===== src/hdl/startup_consts.svh =====
// Offsets, field positions, reset value, write mask and code limits of the start-up configuration bank.
// Overview of operation
// - Bits 30-29 select the start-up method.
// - Bits 28-25 set ramp rate; Fh unlimited.
// - Bits 24-21 pick rotor hold time.
// - Bits 20-17 hold current; Eh, Fh reserved.
// - Bits 16-14 set probe pulse rate.
// - Bits 13-9 probe trip; Fh upward reserved.
// - Bits 7-6 add 0-90 degree advance.
// - Bits 5-4 give probe repeat count.
// - Bit 3 picks open-loop cap source.
`ifndef STARTUP_CONSTS_SVH
`define STARTUP_CONSTS_SVH

`define STARTUP1_INDEX 12'h084
`define STARTUP1_ADDR (`STARTUP1_INDEX * 12'h004)
`define STARTUP1_RESET 32'h0000_0000
`define STARTUP1_WMASK 32'h7FFF_FFFF

`define METHOD_HI 30
`define METHOD_LO 29
`define RAMP_HI 28
`define RAMP_LO 25
`define HOLD_TIME_HI 24
`define HOLD_TIME_LO 21
`define HOLD_CAP_HI 20
`define HOLD_CAP_LO 17
`define PROBE_RATE_HI 16
`define PROBE_RATE_LO 14
`define PROBE_TRIP_HI 13
`define PROBE_TRIP_LO 9
`define RELEASE_BIT 8
`define ANGLE_HI 7
`define ANGLE_LO 6
`define REPEAT_HI 5
`define REPEAT_LO 4
`define CAP_SOURCE_BIT 3
`define RAMPDOWN_BIT 2
`define ACTIVE_BRAKE_BIT 1
`define REVERSAL_BIT 0

`define RAMP_NO_LIMIT 4'hF
`define HOLD_CAP_LAST 4'hD
`define PROBE_TRIP_LAST 5'h0E
`define ANGLE_STEP_DEG 7'h1E

`endif


===== src/hdl/startup_pkg.sv =====
// Types shared by the start-up configuration bank and its users.
package startup_pkg;

  typedef enum logic [1:0] {
    START_SINGLE_ALIGN,
    START_DOUBLE_ALIGN,
    START_POSITION_PROBE,
    START_SLOW_FIRST_CYCLE
  } startup_method_select_t;

  typedef enum logic {
    RELEASE_BRAKE,
    RELEASE_TRISTATE
  } probe_release_behaviour_t;

  typedef enum logic {
    CAP_FROM_OPEN_LOOP,
    CAP_FROM_GENERAL
  } open_loop_cap_source_t;

  // Decoded settings handed to the start-up sequencer; currents are in 1/128 A.
  typedef struct packed {
    startup_method_select_t startup_method_select;
    logic [3:0] ramp_code;
    logic ramp_unlimited;
    logic [13:0] hold_time_ms;
    logic [8:0] startup_hold_current_cap;
    logic hold_cap_reserved;
    logic [13:0] probe_pulse_rate;
    logic [8:0] probe_current_trip;
    logic probe_trip_reserved;
    probe_release_behaviour_t probe_release_behaviour;
    logic [6:0] probe_angle_offset;
    logic [2:0] probe_averaging_count;
    open_loop_cap_source_t open_loop_cap_source;
    logic torque_current_rampdown_on;
    logic active_brake_on;
    logic reversal_profile_select;
  } startup_settings_t;

endpackage


===== src/hdl/motor_startup_config_bank.sv =====
// APB slave holding the start-up configuration word and decoding it for the sequencer.
//
// Chosen here: the APB register port.
`timescale 1ns/1ps
`include "startup_consts.svh"

module motor_startup_config_bank import startup_pkg::*; #(
  parameter int ADDR_W = 12
) (
  // Clock and reset
  input wire logic pclk,
  input wire logic presetn,
  // APB slave
  input wire logic psel,
  input wire logic penable,
  input wire logic pwrite,
  input wire logic [ADDR_W-1:0] paddr,
  input wire logic [31:0] pwdata,
  input wire logic [3:0] pstrb,
  output logic pready,
  output logic [31:0] prdata,
  output logic pslverr,
  // Settings to the start-up sequencer
  output startup_settings_t settings
);

  ////////////////////////////////////////////////////////////////////////////
  // Lookup tables

  function automatic logic [13:0] hold_time_lookup(input logic [3:0] code);
    unique case (code)
      4'h0: hold_time_lookup = 14'd10;
      4'h1: hold_time_lookup = 14'd50;
      4'h2: hold_time_lookup = 14'd100;
      4'h3: hold_time_lookup = 14'd200;
      4'h4: hold_time_lookup = 14'd300;
      4'h5: hold_time_lookup = 14'd400;
      4'h6: hold_time_lookup = 14'd500;
      4'h7: hold_time_lookup = 14'd750;
      4'h8: hold_time_lookup = 14'd1000;
      4'h9: hold_time_lookup = 14'd1500;
      4'hA: hold_time_lookup = 14'd2000;
      4'hB: hold_time_lookup = 14'd3000;
      4'hC: hold_time_lookup = 14'd4000;
      4'hD: hold_time_lookup = 14'd5000;
      4'hE: hold_time_lookup = 14'd7500;
      4'hF: hold_time_lookup = 14'd10000;
    endcase
  endfunction

  // Hold current in 1/128 A; reserved codes fall back to zero so nothing is driven.
  function automatic logic [8:0] hold_cap_lookup(input logic [3:0] code);
    unique case (code)
      4'h0: hold_cap_lookup = 9'd10;
      4'h1: hold_cap_lookup = 9'd20;
      4'h2: hold_cap_lookup = 9'd40;
      4'h3: hold_cap_lookup = 9'd80;
      4'h4: hold_cap_lookup = 9'd120;
      4'h5: hold_cap_lookup = 9'd160;
      4'h6: hold_cap_lookup = 9'd200;
      4'h7: hold_cap_lookup = 9'd240;
      4'h8: hold_cap_lookup = 9'd280;
      4'h9: hold_cap_lookup = 9'd320;
      4'hA: hold_cap_lookup = 9'd360;
      4'hB: hold_cap_lookup = 9'd400;
      4'hC: hold_cap_lookup = 9'd440;
      4'hD: hold_cap_lookup = 9'd480;
      4'hE, 4'hF: hold_cap_lookup = 9'd0;
    endcase
  endfunction

  function automatic logic [13:0] probe_rate_lookup(input logic [2:0] code);
    unique case (code)
      3'h0: probe_rate_lookup = 14'd50;
      3'h1: probe_rate_lookup = 14'd100;
      3'h2: probe_rate_lookup = 14'd250;
      3'h3: probe_rate_lookup = 14'd500;
      3'h4: probe_rate_lookup = 14'd1000;
      3'h5: probe_rate_lookup = 14'd2000;
      3'h6: probe_rate_lookup = 14'd5000;
      3'h7: probe_rate_lookup = 14'd10000;
    endcase
  endfunction

  // Trip level in 1/128 A, rounded to the nearest step where the level is not exact.
  function automatic logic [8:0] probe_trip_lookup(input logic [4:0] code);
    case (code)
      5'h00: probe_trip_lookup = 9'd20;
      5'h01: probe_trip_lookup = 9'd40;
      5'h02: probe_trip_lookup = 9'd60;
      5'h03: probe_trip_lookup = 9'd80;
      5'h04: probe_trip_lookup = 9'd100;
      5'h05: probe_trip_lookup = 9'd120;
      5'h06: probe_trip_lookup = 9'd160;
      5'h07: probe_trip_lookup = 9'd200;
      5'h08: probe_trip_lookup = 9'd240;
      5'h09: probe_trip_lookup = 9'd293;
      5'h0A: probe_trip_lookup = 9'd320;
      5'h0B: probe_trip_lookup = 9'd360;
      5'h0C: probe_trip_lookup = 9'd400;
      5'h0D: probe_trip_lookup = 9'd427;
      5'h0E: probe_trip_lookup = 9'd480;
      default: probe_trip_lookup = 9'd0;
    endcase
  endfunction

  ////////////////////////////////////////////////////////////////////////////
  // Bus decode

  localparam logic [ADDR_W-1:0] REG_ADDR = ADDR_W'(`STARTUP1_ADDR);

  logic [31:0] config_reg;
  logic [31:0] config_next;
  logic pready_reg;
  logic [31:0] prdata_reg;
  logic pslverr_reg;
  startup_settings_t settings_reg;
  startup_settings_t settings_next;

  wire setup_phase = psel && !penable;
  wire access_done = psel && penable && pready_reg;
  wire addr_hit = (paddr == REG_ADDR);
  wire write_hit = access_done && pwrite && addr_hit;
  wire [31:0] read_value = addr_hit ? (config_reg & `STARTUP1_WMASK) : 32'h0000_0000;
  wire [31:0] read_load = (setup_phase && !pwrite) ? read_value : 32'h0000_0000;
  wire error_load = setup_phase && !addr_hit;

  // Byte lanes are merged one at a time so a partial write keeps the other fields.
  logic [31:0] merged_write;
  genvar lane;
  generate
    for (lane = 0; lane < 4; lane++) begin : g_lane
      assign merged_write[lane*8 +: 8] = pstrb[lane] ? pwdata[lane*8 +: 8] : config_reg[lane*8 +: 8];
    end
  endgenerate

  // Bit 31 never stores, so it cannot leak into a read.
  assign config_next = write_hit ? (merged_write & `STARTUP1_WMASK) : config_reg;

  ////////////////////////////////////////////////////////////////////////////
  // Field decode

  wire [3:0] ramp_code = config_reg[`RAMP_HI:`RAMP_LO];
  wire [3:0] hold_cap_code = config_reg[`HOLD_CAP_HI:`HOLD_CAP_LO];
  wire [4:0] trip_code = config_reg[`PROBE_TRIP_HI:`PROBE_TRIP_LO];
  wire [1:0] angle_code = config_reg[`ANGLE_HI:`ANGLE_LO];
  wire [1:0] repeat_code = config_reg[`REPEAT_HI:`REPEAT_LO];

  // Reserved codes stay stored so software reads back what it wrote; only the decode flags them.

  always_comb begin
    settings_next = '0;
    settings_next.startup_method_select =
      startup_method_select_t'(config_reg[`METHOD_HI:`METHOD_LO]);
    settings_next.ramp_code = ramp_code;
    settings_next.ramp_unlimited = (ramp_code == `RAMP_NO_LIMIT);
    settings_next.hold_time_ms = hold_time_lookup(config_reg[`HOLD_TIME_HI:`HOLD_TIME_LO]);
    settings_next.startup_hold_current_cap = hold_cap_lookup(hold_cap_code);
    settings_next.hold_cap_reserved = (hold_cap_code > `HOLD_CAP_LAST);
    settings_next.probe_pulse_rate = probe_rate_lookup(config_reg[`PROBE_RATE_HI:`PROBE_RATE_LO]);
    settings_next.probe_current_trip = probe_trip_lookup(trip_code);
    settings_next.probe_trip_reserved = (trip_code > `PROBE_TRIP_LAST);
    settings_next.probe_release_behaviour =
      probe_release_behaviour_t'(config_reg[`RELEASE_BIT]);
    settings_next.probe_angle_offset = 7'(angle_code * `ANGLE_STEP_DEG);
    settings_next.probe_averaging_count = {1'b0, repeat_code} + 3'h1;
    settings_next.open_loop_cap_source =
      open_loop_cap_source_t'(config_reg[`CAP_SOURCE_BIT]);
    settings_next.torque_current_rampdown_on = config_reg[`RAMPDOWN_BIT];
    settings_next.active_brake_on = config_reg[`ACTIVE_BRAKE_BIT];
    settings_next.reversal_profile_select = config_reg[`REVERSAL_BIT];
  end

  ////////////////////////////////////////////////////////////////////////////
  // Registers

  always_ff @(posedge pclk or negedge presetn) begin
    if (!presetn) begin
      config_reg <= `STARTUP1_RESET;
    end else begin
      config_reg <= config_next;
    end
  end

  // Every access completes with no wait state: ready is registered from setup, so it is high in the first access cycle and dropped after.
  always_ff @(posedge pclk or negedge presetn) begin
    if (!presetn) begin
      pready_reg <= 1'b0;
    end else begin
      pready_reg <= setup_phase;
    end
  end

  // Read data is zero outside the access cycle so a stale word never lingers on the bus.
  always_ff @(posedge pclk or negedge presetn) begin
    if (!presetn) begin
      prdata_reg <= 32'h0000_0000;
    end else begin
      prdata_reg <= read_load;
    end
  end

  // A miss is flagged for reads and writes alike; the write itself is already dropped by the decode.
  always_ff @(posedge pclk or negedge presetn) begin
    if (!presetn) begin
      pslverr_reg <= 1'b0;
    end else begin
      pslverr_reg <= error_load;
    end
  end

  always_ff @(posedge pclk or negedge presetn) begin
    if (!presetn) begin
      settings_reg <= '0;
    end else begin
      settings_reg <= settings_next;
    end
  end

  assign pready = pready_reg;
  assign prdata = prdata_reg;
  assign pslverr = pslverr_reg;
  assign settings = settings_reg;

endmodule


===== config.mk =====
export PLATFORM = sky130hd
export DESIGN_NAME = motor_startup_config_bank
export DESIGN_NICKNAME = d
export VERILOG_FILES = /design/src/hdl/startup_pkg.sv /design/src/hdl/motor_startup_config_bank.sv
export VERILOG_INCLUDE_DIRS = /design/src /design/src/hdl
export SDC_FILE = /design/constraint.sdc
export NUM_CORES = 1
export LEC_CHECK = 0
export BUFFER_PORTS_ARGS = -buffer_cell sky130_fd_sc_hd__buf_4
export CORE_MARGIN = 4
export CORE_UTILIZATION = 25
export DETAILED_ROUTE_END_ITERATION = 16
export SETUP_SLACK_MARGIN = 0.2
export SYNTH_ARGS = -nofsm -noshare
export SYNTH_HDL_FRONTEND = slang
export SYNTH_SLANG_ARGS = --single-unit

===== constraint.sdc =====
create_clock -name pclk -period 1.6 [get_ports pclk]
set_input_delay 0.08 -clock pclk [delete_from_list [all_inputs] [get_ports pclk]]
set_output_delay 0.08 -clock pclk [all_outputs]
set_load 0.02 [all_outputs]

After elaboration in Yosys (flattened, before gate mapping). Memory sizes are Yosys's and may differ from the RTL's. A register that Yosys moved wholly into a read port is not among the register bits. Cells that the tools add are included.

Input bits: 53. Register bits: 133. Output and inout bits: 104. Latch bits: 0. Bits in writable memories: 0. Logic and storage cells: 53. Memories: 4. Bits in read-only memories: 576.

Memories: (no name shown) (words 16, bits a word 13, rd ports 1, clocked after Yosys merged registers in 1, write ports 0, RTL line motor_startup_config_bank.sv:31) `unique case (code)`; (no name shown) (words 16, bits a word 9, rd ports 1, clocked after Yosys merged registers in 0, write ports 0, RTL line motor_startup_config_bank.sv:87) `case (code)`; (no name shown) (words 16, bits a word 8, rd ports 1, clocked after Yosys merged registers in 1, write ports 0, RTL line motor_startup_config_bank.sv:53) `unique case (code)`; (no name shown) (words 8, bits a word 12, rd ports 1, clocked after Yosys merged registers in 1, write ports 0, RTL line motor_startup_config_bank.sv:73) `unique case (code)`.

Reductions and logical operators: 17. Divide/modulo/power cells: 0. Shift operators: 0. $add $sub $neg: 1. Bitwise operators: 0. Multiplexer cells: 3. $lt $le $gt $ge: 2. Equality and inequality tests: 2. Multipliers: 1.

Operators by type and width (number): two-way mux 31 bit (2); == test 12 x 10 -> 1 bit (second input constant) (1); two-way mux 9 bit (1); AND reduction 2 bit (4); logical AND 1 bit (7); logical NOT 1 bit (6); multiplier 2 x 4 -> 6 bit (second input constant) (1); greater-than comparator 5 x 4 -> 1 bit (second input constant) (1); == test 4 bit (second input constant) (1); greater-than comparator 4 bit (second input constant) (1); adder 2 x 1 -> 3 bit (second input constant) (1).

Logic depth before layout (Yosys ltp).
Word-level depth: 5. Depth in mapped cells: 6. Gate-level depth less buffers: 6.

Worst setup path before layout. No wires, ideal clock.

Path kind: register to register. Start point: register config_reg[9]. End point: register settings_reg (netlist bit settings[19]). Clock period less this slack: 1563 ps. Data required time: 1469 ps. Setup time: 131 ps. Buffers on the path: 0. Arrival: 1433 ps. Stages on the path, launching flop included: 5. Path slack: 37 ps. Path through: dfrtp_1 -> inv_1 -> ha_1 -> mux4_2 -> nor2b_1.

RTL lines: start: declaration (RTL line motor_startup_config_bank.sv:112) `logic [31:0] config_reg;`; start signal: assignment (RTL line motor_startup_config_bank.sv:179) `` config_reg <= `STARTUP1_RESET; ``; start signal: assignment (RTL line motor_startup_config_bank.sv:181) `config_reg <= config_next;`; end signal: assignment (RTL line motor_startup_config_bank.sv:216) `settings_reg <= settings_next;`; end: declaration (RTL line motor_startup_config_bank.sv:117) `startup_settings_t settings_reg;`.

Worst setup path in the final report.
Start point: register pready_reg (netlist: pready). End point: register config_reg[19].

Word-level cells in the longest chain between the ends: 4.

Ends and longest elaborated chain: start: declaration (RTL line motor_startup_config_bank.sv:114) `logic pready_reg;`; start signal: assignment (RTL line motor_startup_config_bank.sv:190) `pready_reg <= setup_phase;`; logical AND 1 bit (RTL line motor_startup_config_bank.sv:121) `wire access_done = psel && penable && pready_reg;`; logical AND 1 bit (2 in series) (RTL line motor_startup_config_bank.sv:123) `wire write_hit = access_done && pwrite && addr_hit;`; AND reduction 2 bit (no line).

Every way passes these cells. A chain may end at the register's enable or synchronous reset.

==> results.md <==
- Clk root buf: clkbuf_16
- WHS Endpoint: pready$_DFF_PN0_
- CTS H-tree depth: 4
- Later-pin clock latency in the skew report: 0.41 ns
- Post-DP HPWL: 8.83 mm
- Sw Ratio: 22.1%
- Worst stage delay on the critical path: 0.34 ns
- Reg2Reg Depth: 5
- First-pass GRT wire length: 19.7 mm
- Hold depth: 3
- FMAX: 0.683 GHz
- Die area: 0.0224 mm2
- RSZ-0062 raised after global routing: true
- Final slew viol count: 0
- Final wirelength: 12.3 mm
- All-Layer GR Usage: 11.4%
- Unique masters post-synth: 41
- Clk pwr share: 50.6%
- Die extent in y: 150 um
- Tmin final: 1.46 ns
- Setup WS pre-CTS: -0.162 ns
- Routed Antenna Nets: 0
- Nets: 657
- Part of the cycle the worst path needs: 91.5%
- Final setup TNS: 0 ns
- CP bufs+invs: 1
- Max FFs per register: 64
- Die X: 150 um
- Synth warnings: 0
- CTS clk-pin slew, worst paths: 0.06 ns
- Register area share after synthesis: 63.8%
- Via density: 4.10
- CP startpoint kind: flop
- WP depth: 5
- Crit Path Max Fanout: 8
- Critical path type: reg2reg
- Hold_ws: 0.0451 ns
- FF+latch count, synth: 128
- Measured slew at the worst slew-check pin: 0.508 ns
- Initial DRC count: 128
- Clock buffer depth: 2
- Port Buffer Count: 149
- Worst path cell trace: and4_1 > and4b_1 > buf_12 > nand2_8 > mux2_4
- Layout cells sized above 1: 51.1%
- Hold Startpoint: penable
- Vias in the first global route: 3779
- CTS Buf Count: 17
- P&R area growth vs syn: 55.0%
- Slowest cell on crit path: dfrtp_1
- Worst min path class: in2reg
- Clock skew: 0.00632 ns
- Antenna diodes: 0
- Worst path top cell family by delay: simple AND/OR/NAND/NOR gates
- Logic pwr share: 4.0%
- P_leak: 4.02 nW
- CTS tree: yes
- # setup viols final: 0
- Maximum capacitance violations: 0
- Grt total ovfl: 0
- Antenna violations before repair: 0
- Initial Utilization: 25.6%
- Drt pass-1 iters: 4
- Crit path DAT: 1.76 ns
- Worst EP required: 1.89 ns
- Pin count of the biggest net entering global routing: 45
- GPL Wtd Cong: 0.746
- Netlist Area Pre-Place: 0.00502 mm2
- Final hold viol count: 0
- Power Internal: 5.56 mW
- R2R Path End: config_reg[19]$_DFFE_PN0P_
- Max VDD drop: 0.000646 V
- Io pins: 157
- Syn Inst Count: 364
- Crit end category: flop
- Reg2reg setup slack: 0.14 ns
- Max-slew headroom: 66.1%
- Switching power: 1.57 mW
- # fillers: 1844
- Reg power frac: 45.5%
- Routed WL per cell: 14.4 um
- Mean Syn Cell Area: 13.8 um2
- FP Rows: 51
- Beginning of the worst register-to-register path: pready$_DFF_PN0_
- Final worst slack: 0.136 ns
- # DRC: 0
- Pwr per Cell Area: 916 mW/mm2
- Core area: 0.0196 mm2
- Clock Sinks: 128
- Vias: 3507
- Status: complete, no violations
==> logic make-up after synthesis <==
kind of cell	count (synthesis)	synth area share [%]
fa+ha+maj	26	6.48
flops	128	63.8
other cells	1	0.0747
buf+inv	39	3.59
xor+xnor	2	0.349
mux	42	9.72
compound gates	33	4.14
simple gates	93	11.9
==> worst min-delay path, cell delays in order <==
cell and delay, ns:
buf_4 0.08, nand2b_1 0.19, inv_1 0.06
==> stage by stage <==
step | utilization [%] | power (mW) | area [um2] | instances
after detailed placement | 33.6 | 3.52 | 6590 | 778
after CTS | 39.3 | 7.27 | 7710 | 851
after global routing | 39.7 | 7.42 | 7780 | 856
after floorplan | - | 3.34 | 5070 | 369
final | 39.7 | 7.13 | 7780 | 856
after global placement | 33.6 | 3.51 | 6590 | 778
==> layout by cell type, fill, tap and decap left out, drive strengths merged, types with 3 or more instances in the layout <==
master	n
ha	26
mux2i	6
nand2	9
clkinvlp	6
dfrtp	128
inv	18
and2	33
a21oi	11
dlygate4sd3	33
a211oi	3
mux2	34
clkbuf	18
clkinv	6
nor2	21
buf	179
conb	6
nor3	5
nand2b	5
nor2b	5
and3	3
nor3b	3
o21ai	8
==> synth_stat cells (all sizes together) <==
cell | count | area (um2)
a211oi | 3 | 22.5
a21boi | 1 | 7.51
a21o | 1 | 7.51
a21oi | 11 | 55.1
a221oi | 1 | 8.76
a22o | 1 | 8.76
a311oi | 1 | 8.76
a31oi | 1 | 6.26
a41o | 1 | 10.0
and2 | 33 | 245
and3 | 3 | 18.8
and3b | 2 | 17.5
and4 | 2 | 17.5
and4b | 1 | 10.0
buf | 8 | 63.8
clkbuf | 14 | 52.6
conb | 1 | 3.75
dfrtp | 128 | 3200
ha | 26 | 325
inv | 17 | 63.8
mux2 | 34 | 383
mux2i | 6 | 60.1
mux4 | 2 | 45.0
nand2 | 9 | 63.8
nand2b | 5 | 31.3
nor2 | 21 | 78.8
nor2b | 5 | 31.3
nor3 | 5 | 25.0
nor3b | 3 | 22.5
nor4 | 2 | 12.5
nor4b | 1 | 8.76
o21ai | 8 | 40.0
o22a | 2 | 17.5
o22ai | 1 | 6.26
o32ai | 1 | 8.76
or4b | 1 | 13.8
xor2 | 2 | 17.5
==> power groups by stage <==
stage | clock network (mW) | logic, mW | registers [mW]
finish | 3.61 | 0.284 | 3.24
global route | 3.87 | 0.316 | 3.24
detailed placement | 0 | 0.218 | 3.30
floorplan | 0 | 0.0319 | 3.31
CTS | 3.73 | 0.292 | 3.24
global placement | 0 | 0.214 | 3.30
==> what timing repair did <==
item,4_1_cts,5_1_grt
gates resized for setup,43,12
pin swaps,6,6
endpoints found under the setup margin,34,38
hold buffers,33,0
setup buffers,8,5
hold endpoints to repair,60,0
==> layout make-up <==
class | count | area, um2 | share of cell area, %
clock buffer | 18 | 439 | 5.64
clock inverter | 14 | 118 | 1.51
inverter | 17 | 71.3 | 0.916
multi-input combinational | 202 | 1880 | 24.2
sequential | 128 | 3210 | 41.2
tap | 265 | 332 | 4.26
timing repair buffer | 212 | 1740 | 22.3
==> routing by layer <==
metal | global-route usage [%] | vias up | wire length, um
li1 | - | 1636 | -
met1 | 13.0 | 1746 | 4910
met2 | 19.3 | 107 | 6380
met3 | 3.54 | 18 | 813
met4 | 5.63 | 0 | 227
met5 | 0 | - | 0
==> how the worst max path moves through the flow <==
stage | start | slack [ns] | end
after floorplan | pready$_DFF_PN0_ | 0.07 | config_reg[10]$_DFFE_PN0P_
after global placement | paddr[6] | -0.12 | config_reg[22]$_DFFE_PN0P_
after detailed placement | paddr[6] | -0.16 | config_reg[14]$_DFFE_PN0P_
after CTS | pready$_DFF_PN0_ | 0.11 | config_reg[22]$_DFFE_PN0P_
after global routing | pready$_DFF_PN0_ | 0.09 | config_reg[17]$_DFFE_PN0P_
final | pready$_DFF_PN0_ | 0.14 | config_reg[19]$_DFFE_PN0P_
(Power assumes the default switching activity.)
